### src/wdg_regs.svh
// Purpose: Constants for the watchdog command parser
// Assumes: Included by bare name from the design files
// Notes: Characters are ASCII; masks and timeout reset values
`ifndef WDG_REGS_SVH
`define WDG_REGS_SVH

`define WDG_CH_START 8'h24
`define WDG_CH_CR 8'h0D
`define WDG_CH_ACK 8'h21
`define WDG_CH_NAK 8'h3F
`define WDG_CH_X 8'h58
`define WDG_CH_R 8'h52
`define WDG_CH_E 8'h45
`define WDG_CH_W 8'h57
`define WDG_CH_S 8'h53
`define WDG_CH_D 8'h44
`define WDG_CH_ZERO 8'h30

`define WDG_LEN_SET_TO 4'h7
`define WDG_LEN_GET_TO 4'h4
`define WDG_LEN_SET_SLOT 4'h7
`define WDG_LEN_GET_SLOT 4'h5
`define WDG_LEN_SET_CHAN 4'hA
`define WDG_LEN_GET_CHAN 4'h5
`define WDG_LEN_ADDR 4'h3
`define WDG_LEN_MAX 4'hA

`define WDG_RSP_SHORT 4'h4
`define WDG_RSP_SLOT 4'h6
`define WDG_RSP_LONG 4'h8

`define WDG_SLOTS 4'h8
`define WDG_TIMEOUT_RST 16'h0000
`define WDG_SLOT_MASK_RST 8'h00
`define WDG_CHAN_MASK_RST 16'hFFFF

`endif

### src/wdg_pkg.sv
// Purpose: Shared types for the watchdog command parser
// Assumes: One-hot state encoding
// Notes: Constants live in wdg_regs.svh
package wdg_pkg;
  typedef enum logic [2:0] {
    ST_RX = 3'b001,
    ST_LOOK = 3'b010,
    ST_TX = 3'b100
  } wdg_state_t;
endpackage

### src/wdg_mask_mem.sv
// Purpose: Per-slot channel enable masks, one write and two read ports
// Assumes: Single clock, reads return data one cycle after the address
// Notes: Small enough to live in flops so it can reset to a known mask
`timescale 1ns/1ps
`include "wdg_regs.svh"
module wdg_mask_mem #(
  parameter int DEPTH = 8,
  parameter int WIDTH = 16,
  parameter int AW = 3
) (
  input wire logic mclk,
  input wire logic rstn,
  input wire logic wrEn,
  input wire logic [AW-1:0] wrAddr,
  input wire logic [WIDTH-1:0] wrData,
  input wire logic [AW-1:0] rdAddrA,
  output logic [WIDTH-1:0] rdDataA_q,
  input wire logic [AW-1:0] rdAddrB,
  output logic [WIDTH-1:0] rdDataB_q
);
  logic [WIDTH-1:0] mem_q [DEPTH];
  logic [WIDTH-1:0] mem_d [DEPTH];

  // Next contents: only the addressed word changes
  always_comb begin
    mem_d = mem_q;
    if (wrEn) begin
      mem_d[wrAddr] = wrData;
    end
  end

  // Storage and registered read data
  always_ff @(posedge mclk or negedge rstn) begin
    if (!rstn) begin
      for (int i = 0; i < DEPTH; i++) begin
        mem_q[i] <= WIDTH'(`WDG_CHAN_MASK_RST);
      end
      rdDataA_q <= WIDTH'(`WDG_CHAN_MASK_RST);
      rdDataB_q <= WIDTH'(`WDG_CHAN_MASK_RST);
    end else begin
      mem_q <= mem_d;
      rdDataA_q <= mem_q[rdAddrA];
      rdDataB_q <= mem_q[rdAddrB];
    end
  end
endmodule

### src/wdg_cmd_parser.sv
// Purpose: ASCII command parser configuring the watchdog guard
// Assumes: Byte stream and devAddr come from logic on mclk
// Notes: Bytes arriving while a reply is sent are dropped (rxReady_q low)
// Notes on behaviour
// [RULE1] Command $AAXdddd<cr> stores four decimal digits as timeout seconds.
// [RULE2] Set-timeout answers !AA<cr> on success, ?AA<cr> on failure.
// [RULE3] Command $AAXR<cr> answers !AA plus stored four timeout digits, <cr>.
// [RULE4] Command $AAXEWmm<cr> stores two-hex-digit slot mask, then acknowledges or refuses.
// [RULE5] Command $AAXER<cr> answers !AA plus slot mask as two hex digits.
// [RULE6] Command $AAXSiDmmmm<cr> gives a four-hex-digit channel mask for slot i.
// [RULE7] Each slot keeps its own channel mask; set answers !AA or ?AA.
// [RULE8] Command $AAXSi<cr> answers !AA plus that slot's four-hex-digit mask.
// [RULE9] Address is two hex digits; only frames for our address are acted on.
// [RULE10] Every frame ends with carriage return 0Dh, which closes the frame.
// [RULE11] Syntax error, link error or foreign address gets no reply at all. The code answers ?AA to an unknown command after a good address and X.
// [RULE12] Set mask bits enable slot or channel watchdog action; clear bits exclude.
`timescale 1ns/1ps
`include "wdg_regs.svh"
module wdg_cmd_parser #(
  parameter int SLOT_AW = 3,
  parameter int CHAN_W = 16
) (
  input wire logic mclk,
  input wire logic rstn,
  input wire logic [7:0] devAddr,
  input wire logic rxValid,
  input wire logic [7:0] rxByte,
  input wire logic rxError,
  output logic rxReady_q,
  output logic txValid_q,
  output logic [7:0] txByte_q,
  input wire logic txReady,
  output logic [15:0] timeoutSecs_q,
  output logic [7:0] slotEnable_q,
  input wire logic [SLOT_AW-1:0] chanSel,
  output logic [CHAN_W-1:0] chanEnable_q
);
  wdg_pkg::wdg_state_t state_q, state_d;
  logic [7:0] buf_q [10];
  logic [7:0] buf_d [10];
  logic [7:0] rsp_q [8];
  logic [7:0] rsp_d [8];
  logic [3:0] len_q, len_d, rspLen_q, rspLen_d;
  logic [2:0] idx_q, idx_d;
  logic armed_q, armed_d, bad_q, bad_d;
  logic txValid_d, rxReady_d;
  logic [7:0] txByte_d, slotEnable_d;
  logic [15:0] timeoutSecs_d;
  logic frameEnd, addrOk, slotOk, memWe;
  logic cmdSetTo, cmdGetTo, cmdSetSlot, cmdGetSlot, cmdSetChan, cmdGetChan;
  logic [15:0] newTimeout, newChan;
  logic [7:0] newSlot;
  logic [CHAN_W-1:0] memRd;
  logic [3:0] slotNib;

  function automatic logic isHex(input logic [7:0] c);
    return (c >= 8'h30 && c <= 8'h39) || (c >= 8'h41 && c <= 8'h46) || (c >= 8'h61 && c <= 8'h66);
  endfunction

  function automatic logic isDec(input logic [7:0] c);
    return c >= 8'h30 && c <= 8'h39;
  endfunction

  function automatic logic [3:0] hexVal(input logic [7:0] c);
    return (c <= 8'h39) ? c[3:0] : c[3:0] + 4'h9;
  endfunction

  function automatic logic [7:0] toAsc(input logic [3:0] n);
    return (n < 4'hA) ? 8'h30 + {4'h0, n} : 8'h37 + {4'h0, n};
  endfunction

  // Frame decode, valid in the cycle the carriage return arrives
  assign frameEnd = state_q == wdg_pkg::ST_RX && rxValid && rxByte == `WDG_CH_CR
    && armed_q && !bad_q && !rxError; // RULE10
  assign addrOk = len_q >= `WDG_LEN_ADDR && isHex(buf_q[0]) && isHex(buf_q[1])
    && {hexVal(buf_q[0]), hexVal(buf_q[1])} == devAddr && buf_q[2] == `WDG_CH_X; // RULE9
  assign cmdSetTo = len_q == `WDG_LEN_SET_TO && isDec(buf_q[3]) && isDec(buf_q[4])
    && isDec(buf_q[5]) && isDec(buf_q[6]); // RULE1
  assign cmdGetTo = len_q == `WDG_LEN_GET_TO && buf_q[3] == `WDG_CH_R;
  assign cmdSetSlot = len_q == `WDG_LEN_SET_SLOT && buf_q[3] == `WDG_CH_E && buf_q[4] == `WDG_CH_W
    && isHex(buf_q[5]) && isHex(buf_q[6]); // RULE4
  assign cmdGetSlot = len_q == `WDG_LEN_GET_SLOT && buf_q[3] == `WDG_CH_E && buf_q[4] == `WDG_CH_R;
  assign cmdSetChan = len_q == `WDG_LEN_SET_CHAN && buf_q[3] == `WDG_CH_S && isHex(buf_q[4])
    && buf_q[5] == `WDG_CH_D && isHex(buf_q[6]) && isHex(buf_q[7])
    && isHex(buf_q[8]) && isHex(buf_q[9]); // RULE6
  assign cmdGetChan = len_q == `WDG_LEN_GET_CHAN && buf_q[3] == `WDG_CH_S && isHex(buf_q[4]);
  assign slotNib = hexVal(buf_q[4]);
  assign slotOk = slotNib < `WDG_SLOTS;
  assign newTimeout = {buf_q[3][3:0], buf_q[4][3:0], buf_q[5][3:0], buf_q[6][3:0]};
  assign newSlot = {hexVal(buf_q[5]), hexVal(buf_q[6])};
  assign newChan = {hexVal(buf_q[6]), hexVal(buf_q[7]), hexVal(buf_q[8]), hexVal(buf_q[9])};
  assign memWe = frameEnd && addrOk && cmdSetChan && slotOk; // RULE7

  // Channel masks per slot; port B feeds the watchdog guard
  wdg_mask_mem #(
    .DEPTH(1 << SLOT_AW),
    .WIDTH(CHAN_W),
    .AW(SLOT_AW)
  ) maskMem (
    .mclk(mclk),
    .rstn(rstn),
    .wrEn(memWe),
    .wrAddr(slotNib[SLOT_AW-1:0]),
    .wrData(newChan[CHAN_W-1:0]),
    .rdAddrA(slotNib[SLOT_AW-1:0]),
    .rdDataA_q(memRd),
    .rdAddrB(chanSel),
    .rdDataB_q(chanEnable_q) // RULE12
  );

  // Collect, decode, build and send replies
  always_comb begin
    state_d = state_q;
    buf_d = buf_q;
    rsp_d = rsp_q;
    len_d = len_q;
    rspLen_d = rspLen_q;
    idx_d = idx_q;
    armed_d = armed_q;
    bad_d = bad_q;
    txValid_d = txValid_q;
    txByte_d = txByte_q;
    timeoutSecs_d = timeoutSecs_q;
    slotEnable_d = slotEnable_q;
    case (state_q)
      wdg_pkg::ST_RX: begin
        if (rxValid && rxByte == `WDG_CH_START) begin
          armed_d = 1'b1;
          bad_d = rxError;
          len_d = 4'h0;
        end else if (rxValid && armed_q && rxByte == `WDG_CH_CR) begin
          armed_d = 1'b0;
          // Silent drop unless addressed to us and clean
          if (frameEnd && addrOk) begin // RULE11
            rsp_d[0] = `WDG_CH_NAK;
            rsp_d[1] = toAsc(devAddr[7:4]);
            rsp_d[2] = toAsc(devAddr[3:0]);
            rsp_d[3] = `WDG_CH_CR;
            rspLen_d = `WDG_RSP_SHORT;
            idx_d = 3'h0;
            state_d = wdg_pkg::ST_TX;
            if (cmdSetTo) begin
              timeoutSecs_d = newTimeout; // RULE1
              rsp_d[0] = `WDG_CH_ACK; // RULE2
            end else if (cmdGetTo) begin
              rsp_d[0] = `WDG_CH_ACK; // RULE3
              for (int i = 0; i < 4; i++) begin
                rsp_d[3 + i] = toAsc(timeoutSecs_q[15 - 4 * i -: 4]);
              end
              rsp_d[7] = `WDG_CH_CR;
              rspLen_d = `WDG_RSP_LONG;
            end else if (cmdSetSlot) begin
              slotEnable_d = newSlot; // RULE4
              rsp_d[0] = `WDG_CH_ACK;
            end else if (cmdGetSlot) begin
              rsp_d[0] = `WDG_CH_ACK; // RULE5
              rsp_d[3] = toAsc(slotEnable_q[7:4]);
              rsp_d[4] = toAsc(slotEnable_q[3:0]);
              rsp_d[5] = `WDG_CH_CR;
              rspLen_d = `WDG_RSP_SLOT;
            end else if (cmdSetChan && slotOk) begin
              rsp_d[0] = `WDG_CH_ACK; // RULE7
            end else if (cmdGetChan && slotOk) begin
              rsp_d[0] = `WDG_CH_ACK; // RULE8
              state_d = wdg_pkg::ST_LOOK;
            end
            txValid_d = state_d == wdg_pkg::ST_TX;
            txByte_d = rsp_d[0];
          end
        end else if (rxValid && armed_q) begin
          // Overlong frames are spoiled until the next start character
          if (rxError || len_q == `WDG_LEN_MAX) begin
            bad_d = 1'b1;
          end else begin
            buf_d[len_q] = rxByte;
            len_d = len_q + 4'h1;
          end
        end
      end
      wdg_pkg::ST_LOOK: begin
        for (int i = 0; i < 4; i++) begin
          rsp_d[3 + i] = toAsc(memRd[15 - 4 * i -: 4]); // RULE8
        end
        rsp_d[7] = `WDG_CH_CR;
        rspLen_d = `WDG_RSP_LONG;
        txValid_d = 1'b1;
        txByte_d = rsp_q[0];
        state_d = wdg_pkg::ST_TX;
      end
      wdg_pkg::ST_TX: begin
        if (txReady) begin
          if ({1'b0, idx_q} + 4'h1 == rspLen_q) begin
            txValid_d = 1'b0;
            state_d = wdg_pkg::ST_RX;
          end else begin
            idx_d = idx_q + 3'h1;
            txByte_d = rsp_q[idx_q + 3'h1];
          end
        end
      end
      default: begin
        state_d = wdg_pkg::ST_RX;
        txValid_d = 1'b0;
      end
    endcase
    rxReady_d = state_d == wdg_pkg::ST_RX;
  end

  // Register stage for parser state and outputs
  always_ff @(posedge mclk or negedge rstn) begin
    if (!rstn) begin
      state_q <= wdg_pkg::ST_RX;
      for (int i = 0; i < 10; i++) begin
        buf_q[i] <= 8'h00;
      end
      for (int i = 0; i < 8; i++) begin
        rsp_q[i] <= 8'h00;
      end
      len_q <= 4'h0;
      rspLen_q <= 4'h0;
      idx_q <= 3'h0;
      armed_q <= 1'b0;
      bad_q <= 1'b0;
      txValid_q <= 1'b0;
      txByte_q <= 8'h00;
      rxReady_q <= 1'b0;
      timeoutSecs_q <= `WDG_TIMEOUT_RST;
      slotEnable_q <= `WDG_SLOT_MASK_RST;
    end else begin
      state_q <= state_d;
      buf_q <= buf_d;
      rsp_q <= rsp_d;
      len_q <= len_d;
      rspLen_q <= rspLen_d;
      idx_q <= idx_d;
      armed_q <= armed_d;
      bad_q <= bad_d;
      txValid_q <= txValid_d;
      txByte_q <= txByte_d;
      rxReady_q <= rxReady_d;
      timeoutSecs_q <= timeoutSecs_d;
      slotEnable_q <= slotEnable_d;
    end
  end

  // Checks on stored values and reply framing
  timeout_store_a: assert property (@(posedge mclk) disable iff (!rstn) // RULE1
    frameEnd && addrOk && cmdSetTo |=> timeoutSecs_q == $past(newTimeout) && txByte_q == `WDG_CH_ACK)
    else $error("timeout not stored or not acknowledged");
  reply_start_a: assert property (@(posedge mclk) disable iff (!rstn) // RULE2
    $rose(txValid_q) |-> txByte_q == `WDG_CH_ACK || txByte_q == `WDG_CH_NAK)
    else $error("reply does not start with ack or refusal");
  get_timeout_a: assert property (@(posedge mclk) disable iff (!rstn) // RULE3
    frameEnd && addrOk && cmdGetTo |=> txValid_q && rspLen_q == `WDG_RSP_LONG)
    else $error("timeout read reply has wrong length");
  slot_store_a: assert property (@(posedge mclk) disable iff (!rstn) // RULE4
    frameEnd && addrOk && cmdSetSlot |=> slotEnable_q == $past(newSlot))
    else $error("slot mask not stored");
  get_slot_a: assert property (@(posedge mclk) disable iff (!rstn) // RULE5
    frameEnd && addrOk && cmdGetSlot |=> rspLen_q == `WDG_RSP_SLOT && rsp_q[5] == `WDG_CH_CR)
    else $error("slot read reply malformed");
  chan_write_a: assert property (@(posedge mclk) disable iff (!rstn) // RULE7
    frameEnd && addrOk && cmdSetChan && !slotOk |-> !memWe ##1 txByte_q == `WDG_CH_NAK)
    else $error("bad slot not refused");
  chan_read_a: assert property (@(posedge mclk) disable iff (!rstn) // RULE8
    frameEnd && addrOk && cmdGetChan && slotOk |=> state_q == wdg_pkg::ST_LOOK && !txValid_q ##1 txValid_q)
    else $error("channel read lookup sequence wrong");
  foreign_drop_a: assert property (@(posedge mclk) disable iff (!rstn) // RULE9
    frameEnd && !addrOk |=> !txValid_q [*2])
    else $error("reply sent for foreign address");
  frame_end_a: assert property (@(posedge mclk) disable iff (!rstn) // RULE10
    txValid_q && txReady && {1'b0, idx_q} + 4'h1 == rspLen_q |-> txByte_q == `WDG_CH_CR ##1 !txValid_q)
    else $error("reply not closed by carriage return");
  silent_rx_a: assert property (@(posedge mclk) disable iff (!rstn) // RULE11
    state_q == wdg_pkg::ST_RX |-> !txValid_q)
    else $error("transmit while collecting a frame");
  mask_change_a: assert property (@(posedge mclk) disable iff (!rstn) // RULE12
    $changed(slotEnable_q) |-> $past(frameEnd && addrOk && cmdSetSlot))
    else $error("slot enables changed without a command");
endmodule

### config.mk
export PLATFORM = sky130hd
export DESIGN_NAME = wdg_cmd_parser
export DESIGN_NICKNAME = d
export VERILOG_FILES = /design/src/wdg_pkg.sv /design/src/wdg_mask_mem.sv /design/src/wdg_cmd_parser.sv
export VERILOG_INCLUDE_DIRS = /design/src
export SDC_FILE = /design/constraint.sdc
export NUM_CORES = 1
export LEC_CHECK = 0
export ABC_AREA = 1
export BUFFER_PORTS_ARGS = -buffer_cell sky130_fd_sc_hd__buf_2
export CAP_MARGIN = 20
export CORE_MARGIN = 2
export CORE_UTILIZATION = 27
export DETAILED_ROUTE_END_ITERATION = 8
export PLACE_DENSITY = 0.48
export SETUP_SLACK_MARGIN = 0.1
export SLEW_MARGIN = 20
export SYNTH_ARGS = -nofsm -noshare
export SYNTH_HDL_FRONTEND = slang
export SYNTH_SLANG_ARGS = --single-unit
export TNS_END_PERCENT = 20
### constraint.sdc
create_clock -name mclk -period 6.6 [get_ports mclk]
set_input_delay 0.33 -clock mclk [delete_from_list [all_inputs] [get_ports mclk]]
set_output_delay 0.33 -clock mclk [all_outputs]
set_load 0.02 [all_outputs]
==> flow_summary.json <==
{
  "dieHeight_um": 266,
  "grt_pass1_vias": 15640,
  "start_util_pct": 27.4,
  "fin_cells": 3374,
  "gp_congestion": 0.850,
  "finalSetupViolCount": 0,
  "antenna_found_initial": 1,
  "grt_pass1_wl_um": 92600,
  "netlist_area_sq_um": 18500,
  "yosys_warnings": 0,
  "pre_cts_slack_ps": 2670,
  "cellPowerDensity_nw_per_um2": 229,
  "cts-root-buf": "clkbuf_16",
  "dp_hpwl_um": 40400,
  "clock_tree.buffer_depth": 3,
  "synth_seq_area_share_pct": 46.4,
  "vias_per_cell": 4.89,
  "fmax_mhz": 251,
  "die-area_sq_um": 70500,
  "cts_tree": "yes",
  "finalNetCount": 2538,
  "dieWidth_um": 266,
  "period_share_pct": 60.3,
  "numPlacedInstances": 3298,
  "syn2layout_area_growth_pct": 13.4,
  "max_cap_viol_count": 0,
  "cts_resized": 0,
  "setup_tns_ps": 0,
  "finalWorstSetupSlack_ps": 2620,
  "finClkSkew_ps": 19.0,
  "critPathMaxFanout": 21,
  "irDropWorstVdd_v": 0.000151,
  "grt.overflow.total": 0,
  "regArea_sq_um": 8560,
  "utilization_pct": 31.1,
  "slew_viol_final": 0,
  "syn_nets": 2509,
  "clkSinkCount": 334,
  "first_pass_iters": 5,
  "syn_inst": 2440,
  "pin_count": 74,
  "dr.first_iter.drc_count": 1535,
  "cts.clk_slew.worst_paths_ps": 60,
  "drive_gt1_share_pct": 13.8,
  "start_kind": "flip-flop",
  "multi_input_area_sq_um": 8360,
  "avgSynthCellArea_sq_um": 7.57,
  "mostFrequentLayoutCells": "nand2_1, o21ai_0, inv_1",
  "routed_wl_um": 59400,
  "io_buffers": 73,
  "synth_top_flop_cell": "dfrtp_1",
  "rsz0062_at_grt": "false",
  "tightestPinTransition_ps": 1060,
  "cts_buffers": 40,
  "htreeDepth": 2,
  "status": "finished, final reports clean",
  "hold_class": "input pin to flip-flop",
  "core_area_sq_um": 67400,
  "grt_usage_pct": 16.7,
  "final.fill_count": 7150,
  "relSlewSlack_pct": 29.3,
  "layout_min_cycle_time_ps": 3980,
  "route.detailed.drc": 0,
  "synth_edf_count": 0,
  "crit_arrival_ps": 4440,
  "ys_async_sr_fraction_pct": 100,
  "ys_types": 47,
  "power_leakage_nw": 9.30,
  "final_common_cell": "nand2_1",
  "avgRoutedWirePerCell_um": 17.6,
  "via_count": 16499,
  "ant_nets": 0,
  "clkLatencyLatePin_ps": 570,
  "synth_seq_cells": 334,
  "path_class": "flip-flop to flip-flop",
  "hold_violations": 0,
  "row_count": 95,
  "cp.required_ps": 7060,
  "cp-end-kind": "flip-flop",
  "grt_max_degree": 123
}
layer usage:
layer	global-route usage [%]	vias up	part of all wire, %
met4	5.31	0	2.5
met2	27.2	520	46
met1	22.6	7869	45
met3	2.74	88	6.1
li1	-	8022	-
met5	0	-	0
kinds of logic after synthesis:
kind of cell	synth area share, %
adder cells (fa/ha/maj)	3.05
AND/OR/NAND/NOR	25.7
flip-flops	46.4
buffers and inverters	8.41
AO/OA/AOI/OAI	14.8
XOR/XNOR	1.70
path summary, 6_finish.rpt:
path / start / end / slack [ps] / depth (start not counted)
max: buf_q[40] / maskMem.mem_q[93] / 2620 / 11
max in group asynchronous: rstn / buf_q[16] / 4620 / 3
min: devAddr[7] / rsp_q[51] / 70 / 3
max reg2reg: buf_q[40] / maskMem.mem_q[93] / 2620 / 11
min in group asynchronous: rstn / buf_q[63] / 400 / 2
min reg2reg: rsp_q[3] / rsp_q[3] / 460 / 2
critical path: stages (launching register included):
cell and delay [ps]:
dfrtp_1 430, inv_1 140, ha_1 250, o21ai_2 160, nand2_1 90, nand2_2 160
nand2_1 110, xor2_2 290, nand3_2 380, inv_1 740, nand2_1 720, o21ai_0 390
layout make-up:
cell class	instances	share of cell area [%]
Antenna cell	1	0.0119
Clock buffer	60	5.81
Clock inverter	13	0.753
Inverter	278	4.98
Multi-Input combinational cell	1727	39.9
Sequential cell	334	40.9
Tap cell	873	5.21
Timing Repair Buffer	88	2.46
synth_stat cells, types with 6 or more instances:
cell | instances | share of area [%]
a31oi_1 | 18 | 0.61
a21oi_1 | 108 | 2.9
ha_1 | 45 | 3.0
buf_6 | 7 | 0.43
nand2_1 | 713 | 14
o221ai_1 | 9 | 0.43
nor3_1 | 17 | 0.46
xor2_1 | 27 | 1.3
nand2_4 | 6 | 0.37
a22oi_1 | 7 | 0.28
o22ai_1 | 21 | 0.71
inv_1 | 266 | 5.4
nand4_1 | 32 | 1.1
inv_2 | 8 | 0.16
o21ai_1 | 20 | 0.54
buf_4 | 12 | 0.49
nor2_1 | 145 | 2.9
buf_2 | 26 | 0.70
o21ai_0 | 303 | 8.2
o211ai_1 | 9 | 0.37
dfrtp_1 | 173 | 23
xnor2_1 | 7 | 0.33
clkbuf_1 | 52 | 1.1
nand3_1 | 202 | 5.5
dfstp_2 | 161 | 23
power by group:
group          switching [mW]  total [mW]  internal [mW]
Combinational           0.259       0.347         0.0876
Sequential             0.0315        2.13           2.10
Clock                   0.930        2.32           1.40
timing repair:
action                                 CTS  global route
endpoints found under the hold margin   92             0
hold buffers                             1             0
setup buffers                            0             0
per-stage QoR:
stage / instance area [sq um] / hold slack [ps] / power, mW
6_report: 20900 / 72.2 / 4.80
5_1_grt: 20900 / 74.0 / 4.99
3_5_place_dp: 19500 / 443 / 2.51
2_1_floorplan: 18500 / 34.4 / 2.35
4_1_cts: 20900 / 37.5 / 4.87
3_3_place_gp: 19500 / 443 / 2.50
flip-flops by register name, summed over array words and instances, names as in the netlist, 3 cells and up:
| signal | count |
|---|---|
| maskMem.mem_q | 128 |
| buf_q | 80 |
| rsp_q | 45 |
| maskMem.rdDataA_q | 16 |
| maskMem.rdDataB_q | 16 |
| timeoutSecs_q | 16 |
| slotEnable_q | 8 |
| txByte_q | 8 |
| len_q | 4 |
| idx_q | 3 |
| rspLen_q | 3 |
| state_q | 3 |
Note: power is estimated with default switching activity, not from simulation.
